`config.mk`:
```
export PLATFORM = sky130hd
export DESIGN_NAME = tx_descriptor_list_walker
export DESIGN_NICKNAME = d
export VERILOG_FILES = /design/src/tx_descriptor_list_walker.v /design/src/desc_store.v /design/src/byte_lane_pick.v
export VERILOG_INCLUDE_DIRS = /design/src /design/src/include
export SDC_FILE = /design/constraint.sdc
export NUM_CORES = 1
export LEC_CHECK = 0
export BUFFER_PORTS_ARGS = -buffer_cell sky130_fd_sc_hd__buf_4
export CORE_MARGIN = 2
export CORE_UTILIZATION = 40
export CTS_CLUSTER_SIZE = 16
export DETAILED_ROUTE_END_ITERATION = 16
export GPL_ROUTABILITY_DRIVEN = 0
export GPL_TIMING_DRIVEN = 0
export SLEW_MARGIN = 20
export SYNTH_ARGS = -nofsm -noshare
export SYNTH_HDL_FRONTEND = slang
export SYNTH_HIERARCHICAL = 1
export SYNTH_SLANG_ARGS = --single-unit
```
`constraint.sdc`:
```
create_clock -name ref_clk -period 7.9 [get_ports ref_clk]
set_input_delay 0.395 -clock ref_clk [delete_from_list [all_inputs] [get_ports ref_clk]]
set_output_delay 0.395 -clock ref_clk [all_outputs]
set_load 0.05 [all_outputs]
```
`src/include/tx_walker_consts.vh`:
```
// constants for the transmit descriptor list walker
`ifndef TX_WALKER_CONSTS_VH
`define TX_WALKER_CONSTS_VH
// transmit descriptor layout
`define TXD_WORDS 3'h4
`define TXD_READ_WORDS 2'h3
`define TXD_W0_IDX 2'h0
`define TXD_W1_IDX 2'h1
`define TXD_W2_IDX 2'h2
`define TXD_W3_OFS 32'h0000000C
`define TXD_FE_BIT 31
`define TXD_HOLD_BIT 30
`define TXD_HI_BIT 29
`define TXD_CNT_MSB 28
`define TXD_CNT_LSB 16
`define TXD_CNT_W 13
`define TXD_CNT_MAX 13'h1FFF
`define TXD_C_WORD 32'h40000000
// receive descriptor layout
`define RXD_WORDS 3'h5
`define RXD_READ_WORDS 2'h3
`define RXD_W3_OFS 32'h0000000C
`define RXD_W4_OFS 32'h00000010
// register offsets
`define REG_CTRL 8'h00
`define REG_CMD 8'h04
`define REG_BASE 8'h08
`define REG_LAST 8'h0C
`define REG_STATUS 8'h10
`define REG_CUR 8'h14
// register fields
`define CTRL_CHAIN_BIT 0
`define CMD_INIT_BIT 0
`define CMD_POLL_BIT 1
`define CMD_TXRST_BIT 2
`define STAT_HOLD_BIT 5
`define STAT_HI_BIT 8
`define STAT_ERR_BIT 9
// reset values
`define CTRL_RST 1'h0
`define ADDR_RST 32'h00000000
// channel states
`define ST_IDLE 4'h0
`define ST_FETCH 4'h1
`define ST_LD0 4'h2
`define ST_LD2 4'h3
`define ST_LDC 4'h4
`define ST_CHECK 4'h5
`define ST_RD 4'h6
`define ST_PUSH 4'h7
`define ST_MARK 4'h8
`define ST_WB 4'h9
`define ST_DECIDE 4'hA
`define ST_BR1 4'hB
`define ST_BRC 4'hC
`define ST_HOLD 4'hD
`define ST_AWAIT 4'hE
`define ST_RXW 4'hF
`endif

```
`src/tx_descriptor_list_walker.v`:
```
// transmit descriptor list walker for one dma channel, with receive write-back
//
// Local design decisions: the register addresses and the strobed register port.
`timescale 1ns/10ps
`include "tx_walker_consts.vh"
module tx_descriptor_list_walker (
  // clock and reset
  input wire ref_clk,
  input wire reset,
  // register port
  input wire [7:0] reg_addr,
  input wire [31:0] reg_wdata,
  input wire reg_wr,
  input wire reg_rd,
  output reg [31:0] reg_rdata,
  // shared memory master
  output reg mem_req,
  output reg mem_we,
  output reg mem_burst,
  output reg [31:0] mem_addr,
  output reg [31:0] mem_wdata,
  input wire mem_ack,
  input wire [31:0] mem_rdata,
  // transmit fifo
  output wire fifo_valid,
  output wire [7:0] fifo_data,
  output wire fifo_end,
  output wire fifo_nodata,
  input wire fifo_ready,
  // interrupt events
  output reg irq_hi,
  output reg irq_err,
  // receive write-back request
  input wire rx_wb_req,
  input wire [31:0] rx_wb_addr,
  input wire [31:0] rx_wb_status,
  input wire [31:0] rx_wb_feptr,
  input wire rx_wb_first,
  output reg rx_wb_done
);
  reg [3:0] state_r, state_nxt;
  reg chain_mode_select_r;
  reg [31:0] base_r, last_r, cur_r;
  reg last_new_r;
  reg hold_stop_r;
  reg ev_hi_r, ev_err_r;
  reg [1:0] widx_r;
  reg fe_r, hold_r, hi_r, abort_r;
  reg [`TXD_CNT_W-1:0] cnt_r;
  reg [31:0] dp_r;
  reg rx_idx_r;
  reg [31:0] rx_addr_r, rx_stat_r, rx_fe_r;
  reg rx_first_r;

  wire wr_ctrl = reg_wr && (reg_addr == `REG_CTRL);
  wire wr_cmd = reg_wr && (reg_addr == `REG_CMD);
  wire wr_last = reg_wr && (reg_addr == `REG_LAST);
  wire wr_stat = reg_wr && (reg_addr == `REG_STATUS);
  wire cmd_init = wr_cmd && reg_wdata[`CMD_INIT_BIT];
  wire cmd_poll = wr_cmd && reg_wdata[`CMD_POLL_BIT];
  wire cmd_rst = wr_cmd && reg_wdata[`CMD_TXRST_BIT];
  wire in_data = (state_r == `ST_RD) || (state_r == `ST_PUSH) || (state_r == `ST_MARK);
  wire rx_state = (state_r == `ST_RXW);

  // descriptor storage
  wire [31:0] desc_rdata;
  wire desc_wr = (state_r == `ST_FETCH) && mem_ack;
  reg desc_rd;
  reg [1:0] desc_ridx;
  always @* begin
    desc_rd = 1'b0;
    desc_ridx = `TXD_W0_IDX;
    case (state_r)
      `ST_LD0: begin
        desc_rd = 1'b1;
      end
      `ST_LD2: begin
        desc_rd = 1'b1;
        desc_ridx = `TXD_W2_IDX;
      end
      `ST_BR1: begin
        desc_rd = 1'b1;
        desc_ridx = `TXD_W1_IDX;
      end
      default: begin
        desc_rd = 1'b0;
      end
    endcase
  end
  desc_store #(.WIDTH(32), .DEPTH(4), .AW(2)) u_store (
    .ref_clk(ref_clk),
    .reset(reset),
    .wr_en(desc_wr),
    .wr_idx(widx_r),
    .wr_data(mem_rdata),
    .rd_en(desc_rd),
    .rd_idx(desc_ridx),
    .rd_data(desc_rdata)
  );

  // byte picking for unaligned data sections
  wire push_ok = (state_r == `ST_PUSH) && fifo_ready;
  wire lane_load = (state_r == `ST_RD) && mem_ack;
  wire lane_step = push_ok && (cnt_r != 13'h0001) && (dp_r[1:0] != 2'h3);
  wire [1:0] lane_sel = lane_load ? dp_r[1:0] : dp_r[1:0] + 2'h1;
  byte_lane_pick #(.LANES(4)) u_pick (
    .ref_clk(ref_clk),
    .reset(reset),
    .load(lane_load),
    .step(lane_step),
    .sel(lane_sel),
    .word(mem_rdata),
    .byte_out(fifo_data)
  );

  assign fifo_valid = (state_r == `ST_PUSH) || (state_r == `ST_MARK);
  assign fifo_end = fe_r && (((state_r == `ST_PUSH) && (cnt_r == 13'h0001)) || (state_r == `ST_MARK));
  assign fifo_nodata = (state_r == `ST_MARK);

  // memory requests are held until acknowledged, unless an init or reset command redirects the channel first
  always @* begin
    mem_req = 1'b0;
    mem_we = 1'b0;
    mem_burst = 1'b0;
    mem_addr = 32'h00000000;
    mem_wdata = 32'h00000000;
    case (state_r)
      `ST_FETCH: begin
        mem_req = 1'b1;
        mem_burst = 1'b1;
        mem_addr = cur_r + {28'h0000000, widx_r, 2'h0};
      end
      `ST_RD: begin
        mem_req = 1'b1;
        mem_addr = {dp_r[31:2], 2'h0};
      end
      `ST_WB: begin
        mem_req = 1'b1;
        mem_we = 1'b1;
        mem_addr = cur_r + `TXD_W3_OFS;
        mem_wdata = `TXD_C_WORD;
      end
      `ST_RXW: begin
        mem_req = 1'b1;
        mem_we = 1'b1;
        mem_addr = rx_addr_r + (rx_idx_r ? `RXD_W4_OFS : `RXD_W3_OFS);
        mem_wdata = rx_idx_r ? rx_fe_r : rx_stat_r;
      end
      default: begin
        mem_req = 1'b0;
      end
    endcase
  end

  // channel sequencing
  always @* begin
    state_nxt = state_r;
    case (state_r)
      `ST_IDLE: begin
        if (rx_wb_req) begin
          state_nxt = `ST_RXW;
        end else if (cmd_poll) begin
          state_nxt = `ST_FETCH;
        end
      end
      `ST_FETCH: begin
        if (mem_ack && (widx_r == `TXD_READ_WORDS - 2'h1)) begin
          state_nxt = `ST_LD0;
        end
      end
      `ST_LD0: state_nxt = `ST_LD2;
      `ST_LD2: state_nxt = `ST_LDC;
      `ST_LDC: state_nxt = `ST_CHECK;
      `ST_CHECK: begin
        if (cnt_r != 13'h0000) begin
          state_nxt = `ST_RD;
        end else if (fe_r) begin
          state_nxt = `ST_MARK;
        end else begin
          state_nxt = `ST_WB;
        end
      end
      `ST_RD: begin
        if (mem_ack) begin
          state_nxt = `ST_PUSH;
        end
      end
      `ST_PUSH: begin
        if (fifo_ready) begin
          if (cnt_r == 13'h0001) begin
            state_nxt = `ST_WB;
          end else if (dp_r[1:0] == 2'h3) begin
            state_nxt = `ST_RD;
          end
        end
      end
      `ST_MARK: begin
        if (fifo_ready) begin
          state_nxt = `ST_WB;
        end
      end
      `ST_WB: begin
        if (mem_ack) begin
          state_nxt = abort_r ? `ST_IDLE : `ST_DECIDE;
        end
      end
      `ST_DECIDE: begin
        if (!fe_r) begin
          state_nxt = `ST_BR1;
        end else if (!chain_mode_select_r) begin
          state_nxt = hold_r ? `ST_HOLD : `ST_BR1;
        end else begin
          state_nxt = (cur_r == last_r) ? `ST_AWAIT : `ST_BR1;
        end
      end
      `ST_BR1: state_nxt = `ST_BRC;
      `ST_BRC: state_nxt = `ST_FETCH;
      `ST_HOLD: begin
        if (rx_wb_req) begin
          state_nxt = `ST_RXW;
        end else if (cmd_poll) begin
          state_nxt = `ST_BR1;
        end
      end
      `ST_AWAIT: begin
        if (rx_wb_req) begin
          state_nxt = `ST_RXW;
        end else if (last_new_r) begin
          state_nxt = `ST_DECIDE;
        end
      end
      `ST_RXW: begin
        if (mem_ack && (rx_idx_r || !rx_first_r)) begin
          state_nxt = `ST_IDLE;
        end
      end
      default: state_nxt = `ST_IDLE;
    endcase
    // commands override the walk, except while a receive write-back is in flight
    if (!rx_state) begin
      if (cmd_init) begin
        state_nxt = `ST_FETCH;
      end else if (cmd_rst) begin
        state_nxt = in_data ? `ST_WB : `ST_IDLE;
      end
    end
  end

  always @(posedge ref_clk or posedge reset) begin
    if (reset) begin
      state_r <= `ST_IDLE;
      chain_mode_select_r <= `CTRL_RST;
      base_r <= `ADDR_RST;
      last_r <= `ADDR_RST;
      cur_r <= `ADDR_RST;
      last_new_r <= 1'b0;
      hold_stop_r <= 1'b0;
      ev_hi_r <= 1'b0;
      ev_err_r <= 1'b0;
      widx_r <= 2'h0;
      fe_r <= 1'b0;
      hold_r <= 1'b0;
      hi_r <= 1'b0;
      abort_r <= 1'b0;
      cnt_r <= 13'h0000;
      dp_r <= 32'h00000000;
      irq_hi <= 1'b0;
      irq_err <= 1'b0;
      rx_idx_r <= 1'b0;
      rx_addr_r <= 32'h00000000;
      rx_stat_r <= 32'h00000000;
      rx_fe_r <= 32'h00000000;
      rx_first_r <= 1'b0;
      rx_wb_done <= 1'b0;
    end else begin
      state_r <= state_nxt;
      irq_hi <= 1'b0;
      irq_err <= 1'b0;
      rx_wb_done <= 1'b0;
      if (wr_ctrl) begin
        chain_mode_select_r <= reg_wdata[`CTRL_CHAIN_BIT];
      end
      if (reg_wr && (reg_addr == `REG_BASE)) begin
        base_r <= reg_wdata;
        // a channel not yet walking starts its next poll from the new base
        if (state_r == `ST_IDLE) begin
          cur_r <= reg_wdata;
        end
      end
      if (wr_last) begin
        last_r <= reg_wdata;
      end
      // a fresh last address wins over the clear on leaving the wait
      if (wr_last) begin
        last_new_r <= 1'b1;
      end else if (state_r == `ST_AWAIT) begin
        last_new_r <= 1'b0;
      end
      hold_stop_r <= (state_nxt == `ST_HOLD);
      if ((state_r == `ST_FETCH) && mem_ack) begin
        widx_r <= widx_r + 2'h1;
      end
      if (state_nxt == `ST_FETCH && state_r != `ST_FETCH) begin
        widx_r <= 2'h0;
      end
      if (state_r == `ST_LD2) begin
        fe_r <= desc_rdata[`TXD_FE_BIT];
        hold_r <= desc_rdata[`TXD_HOLD_BIT] && !chain_mode_select_r;
        hi_r <= desc_rdata[`TXD_HI_BIT];
        cnt_r <= desc_rdata[`TXD_CNT_MSB:`TXD_CNT_LSB];
      end
      if (state_r == `ST_LDC) begin
        dp_r <= desc_rdata;
      end
      if ((state_r == `ST_CHECK) && (cnt_r == 13'h0000) && !fe_r) begin
        irq_err <= 1'b1;
      end
      if (push_ok) begin
        dp_r <= dp_r + 32'h00000001;
        cnt_r <= cnt_r - 13'h0001;
      end
      if (hi_r && ((push_ok && (cnt_r == 13'h0001)) || ((state_r == `ST_MARK) && fifo_ready))) begin
        irq_hi <= 1'b1;
      end
      if (state_r == `ST_BRC) begin
        cur_r <= desc_rdata;
      end
      // an aborted section keeps its address until its complete flag is written
      if ((state_r == `ST_WB) && mem_ack && abort_r) begin
        abort_r <= 1'b0;
        cur_r <= base_r;
      end
      if (!rx_state && (cmd_init || cmd_rst)) begin
        if (cmd_init || !in_data) begin
          cur_r <= base_r;
        end
        abort_r <= cmd_rst && in_data && !cmd_init;
      end
      // sticky events: a new event wins over a software clear
      if (irq_hi) begin
        ev_hi_r <= 1'b1;
      end else if (wr_stat && reg_wdata[`STAT_HI_BIT]) begin
        ev_hi_r <= 1'b0;
      end
      if (irq_err) begin
        ev_err_r <= 1'b1;
      end else if (wr_stat && reg_wdata[`STAT_ERR_BIT]) begin
        ev_err_r <= 1'b0;
      end
      if ((state_nxt == `ST_RXW) && !rx_state) begin
        rx_idx_r <= 1'b0;
        rx_addr_r <= {rx_wb_addr[31:2], 2'h0};
        rx_stat_r <= rx_wb_status;
        rx_fe_r <= rx_wb_feptr;
        rx_first_r <= rx_wb_first;
      end
      if (rx_state && mem_ack) begin
        rx_idx_r <= 1'b1;
        if (rx_idx_r || !rx_first_r) begin
          rx_wb_done <= 1'b1;
        end
      end
    end
  end

  // register read port, data in the cycle after the strobe
  always @(posedge ref_clk or posedge reset) begin
    if (reset) begin
      reg_rdata <= 32'h00000000;
    end else if (reg_rd) begin
      case (reg_addr)
        `REG_CTRL: reg_rdata <= {31'h00000000, chain_mode_select_r};
        `REG_BASE: reg_rdata <= base_r;
        `REG_LAST: reg_rdata <= last_r;
        `REG_STATUS: reg_rdata <= {22'h000000, ev_err_r, ev_hi_r, 2'h0, hold_stop_r, 1'b0, state_r};
        `REG_CUR: reg_rdata <= cur_r;
        default: reg_rdata <= 32'h00000000;
      endcase
    end else begin
      reg_rdata <= 32'h00000000;
    end
  end
endmodule

```
`src/desc_store.v`:
```
// on-chip storage for the words of the current descriptor
`timescale 1ns/10ps
module desc_store #(
  parameter WIDTH = 32,
  parameter DEPTH = 4,
  parameter AW = 2
) (
  // clock and reset
  input wire ref_clk,
  input wire reset,
  // write port
  input wire wr_en,
  input wire [AW-1:0] wr_idx,
  input wire [WIDTH-1:0] wr_data,
  // read port, data one cycle later
  input wire rd_en,
  input wire [AW-1:0] rd_idx,
  output reg [WIDTH-1:0] rd_data
);
  reg [WIDTH-1:0] mem [0:DEPTH-1];
  always @(posedge ref_clk) begin
    if (wr_en) begin
      mem[wr_idx] <= wr_data;
    end
  end
  always @(posedge ref_clk or posedge reset) begin
    if (reset) begin
      rd_data <= {WIDTH{1'b0}};
    end else if (rd_en) begin
      rd_data <= mem[rd_idx];
    end
  end
endmodule

```
`src/byte_lane_pick.v`:
```
// holds one fetched long word and presents one byte lane from a register
`timescale 1ns/10ps
module byte_lane_pick #(
  parameter LANES = 4
) (
  // clock and reset
  input wire ref_clk,
  input wire reset,
  // control
  input wire load,
  input wire step,
  input wire [1:0] sel,
  input wire [8*LANES-1:0] word,
  // byte out
  output reg [7:0] byte_out
);
  reg [8*LANES-1:0] word_r;
  wire [8*LANES-1:0] src = load ? word : word_r;
  wire [7:0] lane [0:LANES-1];
  genvar g;
  generate
    for (g = 0; g < LANES; g = g + 1) begin : lanes
      assign lane[g] = src[8*g+7:8*g];
    end
  endgenerate
  always @(posedge ref_clk or posedge reset) begin
    if (reset) begin
      word_r <= {8*LANES{1'b0}};
      byte_out <= 8'h00;
    end else begin
      if (load) begin
        word_r <= word;
      end
      if (load || step) begin
        byte_out <= lane[sel];
      end
    end
  end
endmodule

```
Word-level counts from Yosys, hierarchy flattened
Memories as Yosys holds them, arrays and structs flattened. A register that Yosys moved wholly into a read port is not among the register bits.
Cells that the tools add are included.
{"block": "word_totals", "latch_bits": 0, "register_bits": 327, "n_memories": 1, "out_inout_bits": 113, "input_bits": 176, "wordCells": 200, "ram_bits": 128, "romBits": 0}
{"name": "u_store.mem", "depth": 4, "width": 32, "rd": 1, "rd_clocked_by_memory_dff": 1, "wr": 1, "line_no": "desc_store.v:20", "rtl": "reg [WIDTH-1:0] mem [0:DEPTH-1];"}
{"block": "classes", "shifts": 0, "addsub": 7, "n_eq_ne": 30, "n_mul": 0, "n_reduce_logical": 63, "bitwise": 1, "mux": 70, "n_div": 0, "n_lt_le_gt_ge": 1}
{"cell": "$mux W32", "count": 11}
{"cell": "$pmux W32 S5", "count": 1}
{"cell": "$pmux W32 S4", "count": 1}
{"cell": "$mux W4", "count": 20}
{"cell": "$pmux W32 S2", "count": 1}
{"cell": "$pmux W4 S16", "count": 1}
{"cell": "$eq A4 B4 Y1 const B", "count": 10}
{"cell": "$logic_and A1 B1 Y1", "count": 33}
{"cell": "$add A32 B1 Y32 const B", "count": 1}
{"cell": "$add A32 B4 Y32", "count": 1}
{"cell": "$add A32 B4 Y32 const B", "count": 1}
{"cell": "$add A32 B5 Y32", "count": 1}
{"cell": "$eq A32 B32 Y1", "count": 1}
{"cell": "$mux W13", "count": 2}
{"cell": "$mux W1", "count": 21}
{"cell": "$bmux W8 S2", "count": 1}
{"cell": "$eq A4 B3 Y1 const B", "count": 4}
{"cell": "$eq A8 B4 Y1 const B", "count": 2}
{"cell": "$eq A8 B5 Y1 const B", "count": 2}
{"cell": "$mux W8", "count": 2}
{"cell": "$reduce_bool A2 Y1", "count": 8}
{"cell": "$eq A13 B1 Y1 const B", "count": 1}
{"cell": "$logic_not A13 Y1", "count": 1}
{"cell": "$ne A13 B1 Y1 const B", "count": 1}
{"cell": "22 further kinds", "count": 44}

Longest topological paths before layout
{"block": "depth", "word_depth": 13, "ltp_mapped": 15}

Modules after synthesis
Netlist, hierarchy kept.
{"module": "tx_descriptor_list_walker", "instances": 1, "area_each_um2": 15691.3, "seq_area_each_um2": 7181.9, "cells_per_inst": 1532}
{"module": "desc_store", "instances": 1, "area_each_um2": 6163.4, "seq_area_each_um2": 4644.5, "cells_per_inst": 312}
{"module": "byte_lane_pick", "instances": 1, "area_each_um2": 1747.9, "seq_area_each_um2": 1001.0, "cells_per_inst": 118}

Worst setup path before layout
OpenSTA, ideal clock, no wires.
{"block": "synth_timing", "path_kind": "flip-flop to flip-flop", "startpoint": "reg state_r[1]", "endpoint": "mem u_store.mem[0][0] (enable)", "n_path_buf": 1, "setup_time_ns": 0.468, "arrival_time_ns": 4.726, "path_stages_with_launch": 7, "path_slack_ns": 2.706, "required_ns": 7.432, "path_cell_list": "dfrtp_1 > clkbuf_1 > nand2b_1 > nor3_1 > nand2_1 > inv_1 > nor3b_1"}
{"block": "synth_between", "elab_chain_cells": 4}
{"element": "from (decl)", "line_no": "tx_descriptor_list_walker.v:41", "rtl": "reg [3:0] state_r, state_nxt;"}
{"element": "from (signal assigned)", "line_no": "tx_descriptor_list_walker.v:251", "rtl": "state_r <= `ST_IDLE;"}
{"element": "from (signal assigned)", "line_no": "tx_descriptor_list_walker.v:276", "rtl": "state_r <= state_nxt;"}
{"element": "$eq A4 B1 Y1"}
{"element": "$logic_and A1 B1 Y1", "line_no": "tx_descriptor_list_walker.v:67", "rtl": "wire desc_wr = (state_r == `ST_FETCH) && mem_ack;"}
{"element": "via desc_wr", "line_no": "tx_descriptor_list_walker.v:67"}
{"element": "$mux W1", "line_no": "desc_store.v:22", "rtl": "if (wr_en) begin"}
{"element": "$mux W1 (not written as such)", "line_no": "desc_store.v:23", "rtl": "mem[wr_idx] <= wr_data;"}
{"element": "to (decl)", "line_no": "desc_store.v:20"}
The timed path passes the listed nets, and every way through them passes these cells.

Worst setup path in the final report
{"block": "layout_timing", "startpoint": "reg state_r[0]", "endpoint": "out mem_addr[31]"}
{"block": "layout_between", "elab_chain_cells": 2}
{"element": "$eq A4 B4 Y1 (tied with other cells)", "line_no": "tx_descriptor_list_walker.v:127", "rtl": "case (state_r)"}
{"element": "$pmux W32 S4 (*)", "line_no": "tx_descriptor_list_walker.v:127"}
{"element": "to (decl)", "line_no": "tx_descriptor_list_walker.v:20", "rtl": "output reg [31:0] mem_addr,"}
Every way passes the cells marked *; elsewhere a longest branch is shown, timed or not.

==> flow_metrics.py <==
metrics = {
    "setup_path": {
        "worstSetupEndpointType": "output port",
        "r2r-end": "rx_addr_r[16]",
        "max_stage_delay_ps": 540,
        "slowest_stage": "nor2b_1",
        "r2r_slack_ps": 4070,
        "critPathArrivalTime_ps": 5030,
        "critical_path_class": "reg -> out",
        "worst_r2r_path_depth": 12,
        "cp.required_ps": 7510,
        "crit_chain": "clkbuf_1 -> nor2b_1 -> nand2_1 -> nand2b_1 -> ha_1 -> a21o_1 -> and4_1 -> nor2b_1 -> nand3_1 -> nor2_1 -> nand3_1 -> xor2_1 -> o221ai_1 -> buf_4",
        "cp-start-kind": "register",
        "reg2reg_from": "cur_r[15]",
        "crit_fanout": 10,
    },
    "hold_path": {
        "min_path_type": "in -> reg",
        "hold_start": "mem_rdata[2]",
        "whs_path_depth": 1,
        "min_to": "u_store/mem[2][2]",
    },
    "global_routing": {
        "grt_pass1_wl_mm": 114.1,
        "grt.total_usage_pct": 24.88,
        "grt_overflow": 0,
        "grt_pass1_vias": 18265,
        "grt_max_degree": 34,
        "antenna_found_initial": 3,
    },
    "route": {
        "drcViolationCount": 0,
        "avgViaCountPerCell": 5.687,
        "ant_nets": 0,
        "num_vias": 18403,
        "wire_per_inst_um": 23.94,
        "wirelength_mm": 77.46,
        "drt-pass1-iter-count": 7,
        "dr.first_iter.drc_count": 1841,
    },
    "pwr": {
        "power.density_mw_per_mm2": 369.7,
        "p_leak_uw": 0.01288,
        "peakVddDrop_uv": 273.7,
        "total_power_uw": 11050,
    },
    "layout": {
        "drive_above_1_share_pct": 27.25,
        "nets": 2606,
        "syn_to_final_growth_pct": 26.62,
    },
    "sta": {
        "rsz0062_at_grt": "no",
        "finalHoldViolations": 0,
        "fin_crit_sh_pct": 68.69,
        "tightest_slew_ps": 1044,
        "setup_viol": 0,
        "finClkSkew_ps": 20.19,
        "slew-limit-headroom_pct": 29.74,
        "tns_ps": 0,
        "post-route-min-period_ps": 5427,
        "fmax_ghz": 0.1843,
        "drv_slew": 0,
    },
    "die": {
        "die_height_um": 246.9,
        "floorplan.initialDensity_pct": 40.22,
        "ioPinCount": 289,
        "die_w_um": 246.9,
        "dieArea_mm2": 0.06096,
        "rows": 89,
        "coreArea_mm2": 0.05869,
    },
    "clock_tree": {
        "ctsRootBufferMaster": "clkbuf_16",
        "cts.path.max_buffers": 3,
        "clk_latency_ps": 620,
        "cts.sinks": 487,
        "tritoncts": "built",
        "clk_pin_slew_worst_paths_ps": 60,
        "numCtsBuffers": 54,
        "htree_levels": 2,
    },
    "placed_design": {
        "hpwl_mm": 56.21,
        "port-buffer-count": 283,
    },
    "outcome": {
        "outcome": "completed",
    },
    "synthesis": {
        "async_reset_ff_share_pct": 73.72,
        "yosys_warnings": 6,
        "synth_edf_count": 128,
        "synth_nets": 2150,
        "ys_ff_latch": 487,
        "synthCells": 1962,
        "yosys.cell_types.count": 77,
        "ys_seq_area_share_pct": 54.35,
        "synthFlopType": "dfrtp_1",
        "synth.avg_cell_area_um2": 12.03,
        "synth_area_mm2": 0.02360,
    },
    "flow_run": {
        "cap_violations": 0,
    },
}
-- worst max path at each step --
stage / start / endpoint / slack (ps) / depth (start not counted)
6_report: state_r[0] / mem_addr[31] / 2470 / 14
3_5_place_dp: state_r[0] / mem_addr[30] / 3190 / 15
3_3_place_gp: state_r[1] / u_store/mem[0][20] / 1540 / 6
2_1_floorplan: state_r[1] / u_store/mem[0][0] / 2710 / 6
5_1_grt: state_r[0] / mem_addr[30] / 2220 / 15
4_1_cts: state_r[0] / mem_addr[30] / 2470 / 15
-- critical path, delay by kind of cell (launching register included) --
| family | cells | cell delay (ps) |
|---|---|---|
| buffers and inverters | 2 | 610 |
| adder cells (fa/ha/maj) | 1 | 160 |
| XOR/XNOR | 1 | 390 |
| flip-flops | 1 | 430 |
| AND/OR/NAND/NOR | 8 | 2460 |
| AO/OA/AOI/OAI | 2 | 360 |
-- where the power goes --
group / total (uW) / switching [uW] / leakage [uW] / internal (uW)
registers: 4090 / 806 / 0.00568 / 3280
clock network: 2620 / 1060 / 0.000895 / 1550
logic: 4340 / 2510 / 0.00631 / 1830
total: 11000 / 4380 / 0.0129 / 6670
-- cell usage after synthesis, drive strengths merged (25+ instances only) --
cell type | count | area, um2
mux2i | 130 | 1301
nand2 | 167 | 626.9
mux2 | 198 | 2444
a222oi | 32 | 320.3
inv | 30 | 112.6
edfxtp | 128 | 3844
buf | 44 | 439.2
clkbuf | 86 | 322.8
dfrtp | 359 | 8984
nor2 | 157 | 591.8
o21ai | 97 | 485.5
xnor2 | 31 | 271.5
a21oi | 38 | 197.7
nand2b | 42 | 262.8
xor2 | 57 | 499.2
o221ai | 46 | 590.6
nor3 | 27 | 140.1
nand3 | 37 | 185.2
nand4 | 25 | 156.4
-- kinds of logic after synthesis --
group / Yosys count / synth area share, %
compound gates: 345 / 11.10
xor+xnor: 88 / 3.265
fa+ha+maj: 12 / 0.6998
buf+inv: 160 / 3.705
flops: 487 / 54.35
mux: 328 / 15.87
simple gates: 542 / 11.02
-- cell usage in the layout, fill, tap and decap left out, drive strengths merged, types with 6 or more instances in the layout --
cell,instances
dfrtp,359
buf,346
mux2,198
nand2,167
clkbuf,159
nor2,157
mux2i,130
edfxtp,128
dlygate4sd3,98
o21ai,97
xor2,57
o221ai,46
nand2b,42
a21oi,38
nand3,37
a222oi,32
inv,32
xnor2,31
nor3,27
nand4,25
o22ai,21
a211oi,21
and3,19
a21o,17
a22oi,17
clkinv,15
nor4,14
ha,10
o31ai,9
a31oi,8
nor2b,7
or3,7
bufinv,7
and4,6
o311ai,6
or4,6
-- flip-flops by register name, indices dropped and copies added, names as in the netlist, 2 cells and up --
signal,cells
rx_stat_r,32
cur_r,32
u_store/mem,128
u_pick/word_r,32
last_r,32
base_r,32
cnt_r,13
rx_addr_r,30
rx_fe_r,32
reg_rdata,32
u_store/rd_data,32
u_pick/byte_out,8
widx_r,2
dp_r,32
state_r,4
-- per-stage QoR --
stage	hold slack, ps	util [%]	cells	setup WS (ps)	cell area (um2)
2_1_floorplan	438.9	-	1962	2706	23610
3_3_place_gp	456.6	45.49	3018	1542	26700
3_5_place_dp	353.7	46.13	3037	3192	27070
4_1_cts	0.4961	50.92	3235	2471	29880
5_1_grt	10.47	50.92	3235	2222	29880
6_report	19.64	50.92	3236	2473	29880
-- what timing repair did --
| item | CTS | global route |
|---|---|---|
| hold endpoints to repair | 261 | 0 |
| hold buffers | 98 | 0 |
| resized for setup | 0 | 0 |
| buffers inserted | 0 | 0 |
-- metal layers --
metal  routed length, um  GRT usage, %  vias to the layer above
li1                    -             -                     8126
met1               32060         33.75                     9233
met2               35930         39.48                      865
met3                6207         4.363                      177
met4                3244         10.10                        2
met5                  12             0                        -
-- final cells by class --
class,instances,area (um2)
diodes,1,2.502
plain buffers,130,762.0
clock buffers,73,1493
clock inverters,27,340.3
fillers,5122,28800
inverters,30,116.4
multi-input cells,1315,9926
flip-flops and latches,487,12830
well taps,773,967.2
repair buffers,400,3451
Note: power is estimated with default switching activity, not from simulation.
